<file path="src/rtl/spc_pkg.sv">
// Package for the sector protection command host: codes, addresses, register map, timing
package spc_pkg;
   // Command codes issued on the flash data bus
   localparam logic [7:0] CODE_UNLOCK1   = 8'hAA;
   localparam logic [7:0] CODE_UNLOCK2   = 8'h55;
   localparam logic [7:0] CODE_SET_LOCK  = 8'h40;
   localparam logic [7:0] CODE_SET_PERS  = 8'hC0;
   localparam logic [7:0] CODE_SET_FRZ   = 8'h50;
   localparam logic [7:0] CODE_SET_DYN   = 8'hE0;
   localparam logic [7:0] CODE_PROGRAM   = 8'hA0;
   localparam logic [7:0] CODE_ERASE1    = 8'h80;
   localparam logic [7:0] CODE_ERASE2    = 8'h30;
   localparam logic [7:0] CODE_EXIT1     = 8'h90;
   localparam logic [7:0] CODE_ZERO      = 8'h00;
   localparam logic [7:0] CODE_ONE       = 8'h01;
   // Unlock addresses, word and byte mode
   localparam logic [25:0] ADDR_W555     = 26'h0000555;
   localparam logic [25:0] ADDR_W2AA     = 26'h00002AA;
   localparam logic [25:0] ADDR_B_AAA    = 26'h0000AAA;
   localparam logic [25:0] ADDR_B555     = 26'h0000555;
   localparam logic [25:0] ADDR_ZERO     = 26'h0000000;
   // Software register map (word index on the local port)
   localparam logic [3:0] REG_CTRL       = 4'h0;
   localparam logic [3:0] REG_ADDR       = 4'h1;
   localparam logic [3:0] REG_DATA       = 4'h2;
   localparam logic [3:0] REG_STATUS     = 4'h3;
   localparam logic [3:0] REG_RESULT     = 4'h4;
   // Control register fields
   localparam int CTRL_GO_BIT            = 0;
   localparam int CTRL_BYTE_BIT          = 1;
   localparam int CTRL_SET_LSB           = 4;
   localparam int CTRL_OP_LSB            = 8;
   // Timing: bus cycle phase lengths
   localparam int CLK_NS                 = 10;
   localparam int T_SETUP_NS             = 30;
   localparam int T_PULSE_NS             = 50;
   localparam int T_HOLD_NS              = 30;
   localparam int T_READ_NS              = 90;
   localparam logic [3:0] SETUP_CYC = 4'((T_SETUP_NS + CLK_NS - 1) / CLK_NS);
   localparam logic [3:0] PULSE_CYC = 4'((T_PULSE_NS + CLK_NS - 1) / CLK_NS);
   localparam logic [3:0] HOLD_CYC  = 4'((T_HOLD_NS + CLK_NS - 1) / CLK_NS);
   localparam logic [3:0] READ_CYC  = 4'((T_READ_NS + CLK_NS - 1) / CLK_NS);

   typedef enum logic [1:0] {SET_LOCK, SET_PERS, SET_FRZ, SET_DYN} spc_set_e;
   typedef enum logic [2:0] {OP_PROG, OP_CLEAR, OP_ERASE, OP_READ, OP_EXIT, OP_ENTER}
      spc_op_e;

   // One flash bus cycle handed to the pin driver
   typedef struct packed
   {
      logic        wr;
      logic [25:0] addr;
      logic [15:0] data;
   } spc_cyc_s;
endpackage

</file>
<file path="src/rtl/spc_buscyc.sv">
// Single asynchronous flash bus cycle driver (write pulse or timed read)
`timescale 1ns/1ps
`default_nettype none
module spc_buscyc
(
   // Clock and reset
   input  wire  logic                 clk,
   input  wire  logic                 rst_n,
   // Cycle request
   input  wire  logic                 start,
   input  wire  spc_pkg::spc_cyc_s    cyc,
   output logic                       done,
   output logic [15:0]                rdata,
   // Flash pins (registered)
   output logic [25:0]                f_addr,
   output logic [15:0]                f_dq_out,
   output logic                       f_dq_oe,
   input  wire  logic [15:0]          f_dq_in,
   output logic                       f_ce_n,
   output logic                       f_we_n,
   output logic                       f_oe_n
);
   typedef enum logic [1:0] {IDLE, SETUP, PULSE, HOLD} spc_ph_e;
   spc_ph_e     ph_reg;
   logic [3:0]  cnt_reg;
   logic        wr_reg;
   logic [15:0] dq_s1_reg;
   logic [15:0] dq_s2_reg;

   // Data pins come from outside the clock domain
   always_ff @(posedge clk or negedge rst_n)
      if (!rst_n)
      begin
         dq_s1_reg <= 16'h0000;
         dq_s2_reg <= 16'h0000;
      end
      else
      begin
         dq_s1_reg <= f_dq_in;
         dq_s2_reg <= dq_s1_reg;
      end

   always_ff @(posedge clk or negedge rst_n)
      if (!rst_n)
      begin
         ph_reg   <= IDLE;
         cnt_reg  <= 4'h0;
         wr_reg   <= 1'b0;
         done     <= 1'b0;
         rdata    <= 16'h0000;
         f_addr   <= 26'h0000000;
         f_dq_out <= 16'h0000;
         f_dq_oe  <= 1'b0;
         f_ce_n   <= 1'b1;
         f_we_n   <= 1'b1;
         f_oe_n   <= 1'b1;
      end
      else
      begin
         done <= 1'b0;
         case (ph_reg)
            IDLE:
               if (start)
               begin
                  wr_reg   <= cyc.wr;
                  f_addr   <= cyc.addr;
                  f_dq_out <= cyc.data;
                  f_dq_oe  <= cyc.wr;
                  f_ce_n   <= 1'b0;
                  cnt_reg  <= spc_pkg::SETUP_CYC;
                  ph_reg   <= SETUP;
               end
            SETUP:
               if (cnt_reg <= 4'h1)
               begin
                  f_we_n  <= !wr_reg;
                  f_oe_n  <= wr_reg;
                  // Two extra cycles cover the read synchroniser latency
                  cnt_reg <= wr_reg ? spc_pkg::PULSE_CYC : spc_pkg::READ_CYC + 4'h2;
                  ph_reg  <= PULSE;
               end
               else
                  cnt_reg <= cnt_reg - 4'h1;
            PULSE:
               if (cnt_reg <= 4'h1)
               begin
                  rdata   <= dq_s2_reg;
                  f_we_n  <= 1'b1;
                  f_oe_n  <= 1'b1;
                  cnt_reg <= spc_pkg::HOLD_CYC;
                  ph_reg  <= HOLD;
               end
               else
                  cnt_reg <= cnt_reg - 4'h1;
            HOLD:
               if (cnt_reg <= 4'h1)
               begin
                  f_ce_n  <= 1'b1;
                  f_dq_oe <= 1'b0;
                  done    <= 1'b1;
                  ph_reg  <= IDLE;
               end
               else
                  cnt_reg <= cnt_reg - 4'h1;
            default:
               ph_reg <= IDLE;
         endcase
      end
endmodule
`default_nettype wire

</file>
<file path="src/rtl/spc_host.sv">
// Host controller issuing sector protection command sequences to a parallel flash
//
// Implementation choices: the register offsets and the strobed register port.
`timescale 1ns/1ps
`default_nettype none
module spc_host
(
   // Clock and reset
   input  wire  logic           MCLK,
   input  wire  logic           RST_N,
   // Software register port
   input  wire  logic [3:0]     REG_ADDR,
   input  wire  logic [31:0]    REG_WDATA,
   input  wire  logic           REG_WR,
   input  wire  logic           REG_RD,
   output logic [31:0]          REG_RDATA,
   // Flash pins
   output logic [25:0]          F_ADDR,
   output logic [15:0]          F_DQ_OUT,
   output logic                 F_DQ_OE,
   input  wire  logic [15:0]    F_DQ_IN,
   output logic                 F_CE_N,
   output logic                 F_WE_N,
   output logic                 F_OE_N
);
   typedef enum logic [1:0] {S_IDLE, S_ISSUE, S_WAIT} spc_st_e;
   spc_st_e             st_reg;
   spc_pkg::spc_set_e   set_reg;
   spc_pkg::spc_op_e    op_reg;
   logic                byte_reg;
   logic [25:0]         addr_reg;
   logic [15:0]         data_reg;
   logic [15:0]         result_reg;
   logic [2:0]          step_reg;
   logic [2:0]          nsteps;
   logic                busy_reg;
   logic                err_reg;
   logic                active_reg;
   spc_pkg::spc_set_e   act_set_reg;
   logic                start_reg;
   spc_pkg::spc_cyc_s   cyc_reg;
   spc_pkg::spc_cyc_s   cyc_next;
   logic                cyc_done;
   logic [15:0]         cyc_rdata;
   logic                go;
   logic                legal;
   logic [7:0]          set_code;

   assign go = REG_WR && REG_ADDR == spc_pkg::REG_CTRL && REG_WDATA[spc_pkg::CTRL_GO_BIT];

   // Pick the set entry code for the requested set
   always_comb
   begin
      case (set_reg)
         spc_pkg::SET_LOCK: set_code = spc_pkg::CODE_SET_LOCK;
         spc_pkg::SET_PERS: set_code = spc_pkg::CODE_SET_PERS;
         spc_pkg::SET_FRZ:  set_code = spc_pkg::CODE_SET_FRZ;
         default:           set_code = spc_pkg::CODE_SET_DYN;
      endcase
   end

   // Set entry is sent only while no set is active, other operations only if defined for the active set; all else is refused
   always_comb
   begin
      legal = 1'b0;
      case (op_reg)
         spc_pkg::OP_ENTER: legal = !active_reg;
         spc_pkg::OP_EXIT:  legal = active_reg;
         spc_pkg::OP_PROG:  legal = active_reg;
         spc_pkg::OP_CLEAR: legal = active_reg && act_set_reg == spc_pkg::SET_DYN;
         spc_pkg::OP_ERASE: legal = active_reg && act_set_reg == spc_pkg::SET_PERS;
         spc_pkg::OP_READ:  legal = active_reg;
         default:           legal = 1'b0;
      endcase
   end

   // Number of bus cycles per operation
   always_comb
   begin
      case (op_reg)
         spc_pkg::OP_ENTER: nsteps = 3'd3;
         spc_pkg::OP_READ:  nsteps = 3'd1;
         default:           nsteps = 3'd2;
      endcase
   end

   // Bus cycle for the current step
   always_comb
   begin
      cyc_next = '{wr: 1'b1, addr: spc_pkg::ADDR_ZERO, data: 16'h0000};
      case (op_reg)
         spc_pkg::OP_ENTER:
            case (step_reg)
               3'd0: cyc_next = '{1'b1, byte_reg ? spc_pkg::ADDR_B_AAA : spc_pkg::ADDR_W555,
                                  {8'h00, spc_pkg::CODE_UNLOCK1}};
               3'd1: cyc_next = '{1'b1, byte_reg ? spc_pkg::ADDR_B555 : spc_pkg::ADDR_W2AA,
                                  {8'h00, spc_pkg::CODE_UNLOCK2}};
               default: cyc_next = '{1'b1, byte_reg ? spc_pkg::ADDR_B_AAA : spc_pkg::ADDR_W555,
                                     {8'h00, set_code}};
            endcase
         spc_pkg::OP_PROG:
            if (step_reg == 3'd0)
               cyc_next = '{1'b1, addr_reg, {8'h00, spc_pkg::CODE_PROGRAM}};
            else if (act_set_reg == spc_pkg::SET_LOCK)
               cyc_next = '{1'b1, addr_reg, data_reg};
            else
               cyc_next = '{1'b1, addr_reg, {8'h00, spc_pkg::CODE_ZERO}};
         spc_pkg::OP_CLEAR:
            if (step_reg == 3'd0)
               cyc_next = '{1'b1, addr_reg, {8'h00, spc_pkg::CODE_PROGRAM}};
            else
               cyc_next = '{1'b1, addr_reg, {8'h00, spc_pkg::CODE_ONE}};
         spc_pkg::OP_ERASE:
            if (step_reg == 3'd0)
               cyc_next = '{1'b1, addr_reg, {8'h00, spc_pkg::CODE_ERASE1}};
            else
               cyc_next = '{1'b1, spc_pkg::ADDR_ZERO, {8'h00, spc_pkg::CODE_ERASE2}};
         spc_pkg::OP_READ:
            cyc_next = '{1'b0, addr_reg, 16'h0000};
         spc_pkg::OP_EXIT:
            if (step_reg == 3'd0)
               cyc_next = '{1'b1, addr_reg, {8'h00, spc_pkg::CODE_EXIT1}};
            else
               cyc_next = '{1'b1, addr_reg, {8'h00, spc_pkg::CODE_ZERO}};
         default:
            cyc_next = '{1'b1, spc_pkg::ADDR_ZERO, 16'h0000};
      endcase
   end

   // Software-written operands
   always_ff @(posedge MCLK or negedge RST_N)
      if (!RST_N)
      begin
         addr_reg <= 26'h0000000;
         data_reg <= 16'h0000;
         byte_reg <= 1'b0;
         set_reg  <= spc_pkg::SET_LOCK;
         op_reg   <= spc_pkg::OP_ENTER;
      end
      else if (REG_WR && !busy_reg)
      begin
         if (REG_ADDR == spc_pkg::REG_ADDR)
            addr_reg <= REG_WDATA[25:0];
         if (REG_ADDR == spc_pkg::REG_DATA)
            data_reg <= REG_WDATA[15:0];
         if (REG_ADDR == spc_pkg::REG_CTRL)
         begin
            byte_reg <= REG_WDATA[spc_pkg::CTRL_BYTE_BIT];
            set_reg  <= spc_pkg::spc_set_e'(REG_WDATA[spc_pkg::CTRL_SET_LSB +: 2]);
            op_reg   <= spc_pkg::spc_op_e'(REG_WDATA[spc_pkg::CTRL_OP_LSB +: 3]);
         end
      end

   // Sequencer; operands are latched one cycle before S_ISSUE reads them
   always_ff @(posedge MCLK or negedge RST_N)
      if (!RST_N)
      begin
         st_reg      <= S_IDLE;
         step_reg    <= 3'd0;
         busy_reg    <= 1'b0;
         err_reg     <= 1'b0;
         active_reg  <= 1'b0;
         act_set_reg <= spc_pkg::SET_LOCK;
         start_reg   <= 1'b0;
         cyc_reg     <= '0;
         result_reg  <= 16'h0000;
      end
      else
      begin
         start_reg <= 1'b0;
         case (st_reg)
            S_IDLE:
               if (go && !busy_reg)
               begin
                  busy_reg <= 1'b1;
                  step_reg <= 3'd0;
                  st_reg   <= S_ISSUE;
               end
            S_ISSUE:
               if (!legal)
               begin
                  err_reg  <= 1'b1;
                  busy_reg <= 1'b0;
                  st_reg   <= S_IDLE;
               end
               else
               begin
                  err_reg   <= 1'b0;
                  cyc_reg   <= cyc_next;
                  start_reg <= 1'b1;
                  st_reg    <= S_WAIT;
               end
            S_WAIT:
               if (cyc_done)
               begin
                  if (!cyc_reg.wr)
                     result_reg <= cyc_rdata;
                  if (step_reg + 3'd1 >= nsteps)
                  begin
                     if (op_reg == spc_pkg::OP_ENTER)
                     begin
                        active_reg  <= 1'b1;
                        act_set_reg <= set_reg;
                     end
                     if (op_reg == spc_pkg::OP_EXIT)
                        active_reg <= 1'b0;
                     busy_reg <= 1'b0;
                     st_reg   <= S_IDLE;
                  end
                  else
                  begin
                     step_reg <= step_reg + 3'd1;
                     st_reg   <= S_ISSUE;
                  end
               end
            default:
               st_reg <= S_IDLE;
         endcase
      end

   // Read data one cycle after the strobe
   always_ff @(posedge MCLK or negedge RST_N)
      if (!RST_N)
         REG_RDATA <= 32'h00000000;
      else if (REG_RD)
         case (REG_ADDR)
            spc_pkg::REG_ADDR:   REG_RDATA <= {6'h00, addr_reg};
            spc_pkg::REG_DATA:   REG_RDATA <= {16'h0000, data_reg};
            spc_pkg::REG_STATUS: REG_RDATA <= {26'h0000000, act_set_reg, 1'b0, active_reg,
                                               err_reg, busy_reg};
            // Status reads of freeze or dynamic bits: bit 0 set means unprotected
            spc_pkg::REG_RESULT: REG_RDATA <= {16'h0000, result_reg};
            default:             REG_RDATA <= 32'h00000000;
         endcase
      else
         REG_RDATA <= 32'h00000000;

   spc_buscyc u_cyc
   (
      .clk      (MCLK),
      .rst_n    (RST_N),
      .start    (start_reg),
      .cyc      (cyc_reg),
      .done     (cyc_done),
      .rdata    (cyc_rdata),
      .f_addr   (F_ADDR),
      .f_dq_out (F_DQ_OUT),
      .f_dq_oe  (F_DQ_OE),
      .f_dq_in  (F_DQ_IN),
      .f_ce_n   (F_CE_N),
      .f_we_n   (F_WE_N),
      .f_oe_n   (F_OE_N)
   );
endmodule
`default_nettype wire

</file>
<file path="config.mk">
export PLATFORM = sky130hd
export DESIGN_NAME = spc_host
export DESIGN_NICKNAME = d
export VERILOG_FILES = /design/src/rtl/spc_pkg.sv /design/src/rtl/spc_buscyc.sv /design/src/rtl/spc_host.sv
export SDC_FILE = /design/constraint.sdc
export NUM_CORES = 1
export LEC_CHECK = 0
export BUFFER_PORTS_ARGS = -buffer_cell sky130_fd_sc_hd__buf_4
export CAP_MARGIN = 20
export CORE_MARGIN = 3
export CORE_UTILIZATION = 55
export DETAILED_ROUTE_END_ITERATION = 7
export PLACE_DENSITY = 0.79
export SYNTH_ARGS = -nofsm -noshare
export SYNTH_HDL_FRONTEND = slang
export SYNTH_SLANG_ARGS = --single-unit
</file>
<file path="constraint.sdc">
create_clock -name MCLK -period 4.2 [get_ports MCLK]
set_input_delay 0.42 -clock MCLK [delete_from_list [all_inputs] [get_ports MCLK]]
set_output_delay 0.42 -clock MCLK [all_outputs]
set_load 0.02 [all_outputs]
</file>
==> impl_metrics.csv <==
group,metric,value,unit
sta,period_share,65.1,%
drt,viasPerCell,5.63,
yosys,synth_edf_count,0,
yosys,syn_avg_cell_area,13.0,µm²
setup_path,cp_slowest_cell,"dfstp_2",
cts,clock-sinks,246,
sta,worst_slack,1.47,ns
sta,tightest_slew,1.05,ns
power,power.leakage,6.14,nW
setup_path,path_max_fanout,14,
sta,fmax,366,MHz
cts,cts_tree,"done",
cts,cts_made_buffers,26,
global_routing,gr-total-overflow,0,
sta,setup_viol,0,
yosys,yosysUniqueCellTypes,59,
cells_and_area,n_antenna_cell,0,
cts,worstSkewPairLatency,0.52,ns
drt,drt_first_iter_violations,408,
place,place.gp.congestion,0.839,
die,io_pins,134,
setup_path,cp_slowest_stage_delay,0.66,ns
cts,cts_setup_buffers,0,
place,dpl.hpwl,14100,µm
power,cellPowerDensity,418,mW/mm²
setup_path,path_class,"reg -> reg",
global_routing,grt_pass1_wl,34700,µm
setup_path,critical_path.top_delay_family,"simple AND/OR/NAND/NOR gates",
setup_path,crit_path_end_kind,"flop",
die,core,0.0174,mm²
drt,routedWlPerCell,18.5,µm
sta,rsz0062_at_grt,"false",
setup_path,path_depth,9,
drt,dr.pass1.iters,8,
drt,drt-total-wl,21100,µm
cts,hold_buffers,16,
die,die_w,140,µm
yosys,synth_cells,756,
die,start_util,56.6,%
global_routing,grt_pass1_vias,6463,
yosys,synth_seq_cells,246,
setup_path,path_cells,"nor2b_1 > nand2_1 > nand2b_1 > ha_1 > nand2b_1 > a211oi_4 > nand4b_1 > nor3b_2 > mux2_2",
setup_path,reg2regPathDepth,9,
place,portBuffers,121,
sta,hold_viol_final,0,
setup_path,cp_data_arrival_time,3.14,ns
outcome,status,"complete, no violations",
cts,clock-root-buffer,"clkbuf_16",
global_routing,antenna_found_initial,0,
setup_path,crit_required,4.60,ns
yosys,yosys_warnings,0,
sta,fin_tns_setup,0,ns
sta,drv_slew,0,
drt,antenna_left,0,
die,die_h,140,µm
run,cap_violations,0,
setup_path,worst_setup_path_start_kind,"flop",
drt,via_count,6417,
global_routing,grt_max_degree,135,
cells_and_area,final_area,0.0121,mm²
cells_and_area,syn2layout_area_growth,22.8,%
cts,clock_path_buffers,3,
setup_path,path_common_cell,"nand2b_1",
cts,htree_levels,1,
cells_and_area,layout-drive-gt1-share,32.6,%
place,post-place-ws,1.51,ns
global_routing,grt_usage,21.8,%
setup_path,path_buf_inv,0,
yosys,synth_flop_cell,"dfrtp_1",
power,ir_drop,0.392,mV
yosys,async_flop_share,100,%
hold_path,hold_class,"in -> async",
die,design.die.area,0.0195,mm²
die,rows,48,
place,place_area,0.0109,mm²
cells_and_area,fin_nets,966,
cts,clk_pin_slew,0.06,ns
sta,clock_skew,0.0106,ns
power,power,5.04,mW
drt,drc,0,
sta,slew-limit-headroom,29.7,%
cts,post_cts_resized,0,
cells_and_area,largest_reg_flops,43,
sta,finalCriticalPeriod,2.73,ns
yosys,ys_seq_area_share,62.8,%
yosys,syn_area,0.00982,mm²
area by class of cell:
cell class,count,area (µm²)
Clock buffer,34,732
Inverter,17,63.8
Tap cell,225,282
Clock inverter,14,228
Multi-Input combinational cell,458,3420
Timing Repair Buffer,145,1160
Sequential cell,246,6160
Fill cell,1201,5300
per-stage QoR:
step / hold WS [ns] / std cells / utilization (%)
3_3_place_gp: 0.332 / 1074 / 62.9
3_5_place_dp: 0.335 / 1074 / 62.9
5_1_grt: 0.103 / 1139 / 69.5
4_1_cts: 0.0747 / 1138 / 69.4
2_1_floorplan: 0.124 / 761 / -
6_report: 0.0104 / 1139 / 69.5
path summary, 6_finish.rpt:
path / from / endpoint / slack (ns)
worst max register to register: op_reg[0]$_DFFE_PN1P_ / act_set_reg[1]$_DFFE_PN0P_ / 1.47
min in group MCLK: REG_WDATA[13] / addr_reg[13]$_DFFE_PN0P_ / 0.13
worst min-delay path: RST_N / REG_RDATA[21]$_DFF_PN0_ / 0.01
max in group asynchronous: RST_N / result_reg[12]$_DFFE_PN0P_ / 3.30
worst max-delay path: op_reg[0]$_DFFE_PN1P_ / act_set_reg[1]$_DFFE_PN0P_ / 1.47
worst min register to register: u_cyc.dq_s1_reg[0]$_DFF_PN0_ / u_cyc.dq_s2_reg[0]$_DFF_PN0_ / 0.35
worst reg2reg max path, delay by kind of cell, from the launching register on:
kind                       cells  cell delay, ns
adders and majority gates      1            0.21
AOI/OAI and AO/OA              1            0.46
muxes                          1            0.29
DFF                            1            0.66
and+or+nand+nor                6            1.01
routing by layer:
layer,track usage [%],part of all wire [%],up-vias
met5,0,0,-
met4,4.69,1.8,0
met3,4.33,6.0,27
met2,35.0,49,192
met1,31.4,44,3258
li1,-,-,2940
synthesized netlist by cell type, drive strengths merged (5+ instances only):
cell | n | area [µm²]
ha | 16 | 200
mux2i | 5 | 50.1
a222oi | 16 | 160
mux2 | 125 | 1410
clkbuf | 19 | 71.3
o21ai | 28 | 140
nor3b | 5 | 42.5
dfstp | 5 | 131
inv | 17 | 63.8
buf | 21 | 121
nand2 | 82 | 318
and3 | 12 | 75.1
a21oi | 34 | 170
nor2 | 39 | 149
nand2b | 5 | 31.3
nand3 | 28 | 145
dfrtp | 241 | 6030
a31oi | 5 | 31.3
kinds of logic (layout without fill, tap and decap cells):
kind of cell	Yosys count	in the layout	synth area share [%]
AOI/OAI and AO/OA	112	112	7.86
xor gates and xnor gates	3	3	0.268
other	1	6	0.0382
buffers and inverters	57	210	2.61
adders and majority gates	16	16	2.04
DFF	246	246	62.8
muxes	130	130	14.8
and+or+nand+nor	191	191	9.56
report_power, final:
part           leakage [nW]  internal [mW]  switching (mW)  total [mW]
Clock                 0.476           1.60           0.904        2.50
Sequential             3.33           2.39         0.00960        2.40
Combinational          2.33         0.0530          0.0831       0.136
Total                  6.14           4.04           0.997        5.04
placed cells by master, fill, tap and decap left out, types with 4 or more instances in the layout:
| cell | instances |
|---|---|
| a21oi_1 | 34 |
| a222oi_1 | 16 |
| a31oi_1 | 5 |
| and3_1 | 12 |
| buf_4 | 125 |
| bufinv_16 | 6 |
| clkbuf_1 | 4 |
| clkbuf_16 | 27 |
| clkinv_2 | 6 |
| conb_1 | 6 |
| dfrtp_1 | 241 |
| dfstp_2 | 5 |
| dlygate4sd3_1 | 16 |
| ha_1 | 16 |
| inv_1 | 16 |
| mux2_1 | 20 |
| mux2_2 | 105 |
| mux2i_1 | 5 |
| nand2_1 | 79 |
| nand2b_1 | 5 |
| nand3_1 | 27 |
| nor2_1 | 38 |
| nor2b_1 | 4 |
| nor3b_1 | 4 |
| o21ai_0 | 26 |
| or3_1 | 4 |
(Power assumes the default switching activity.)
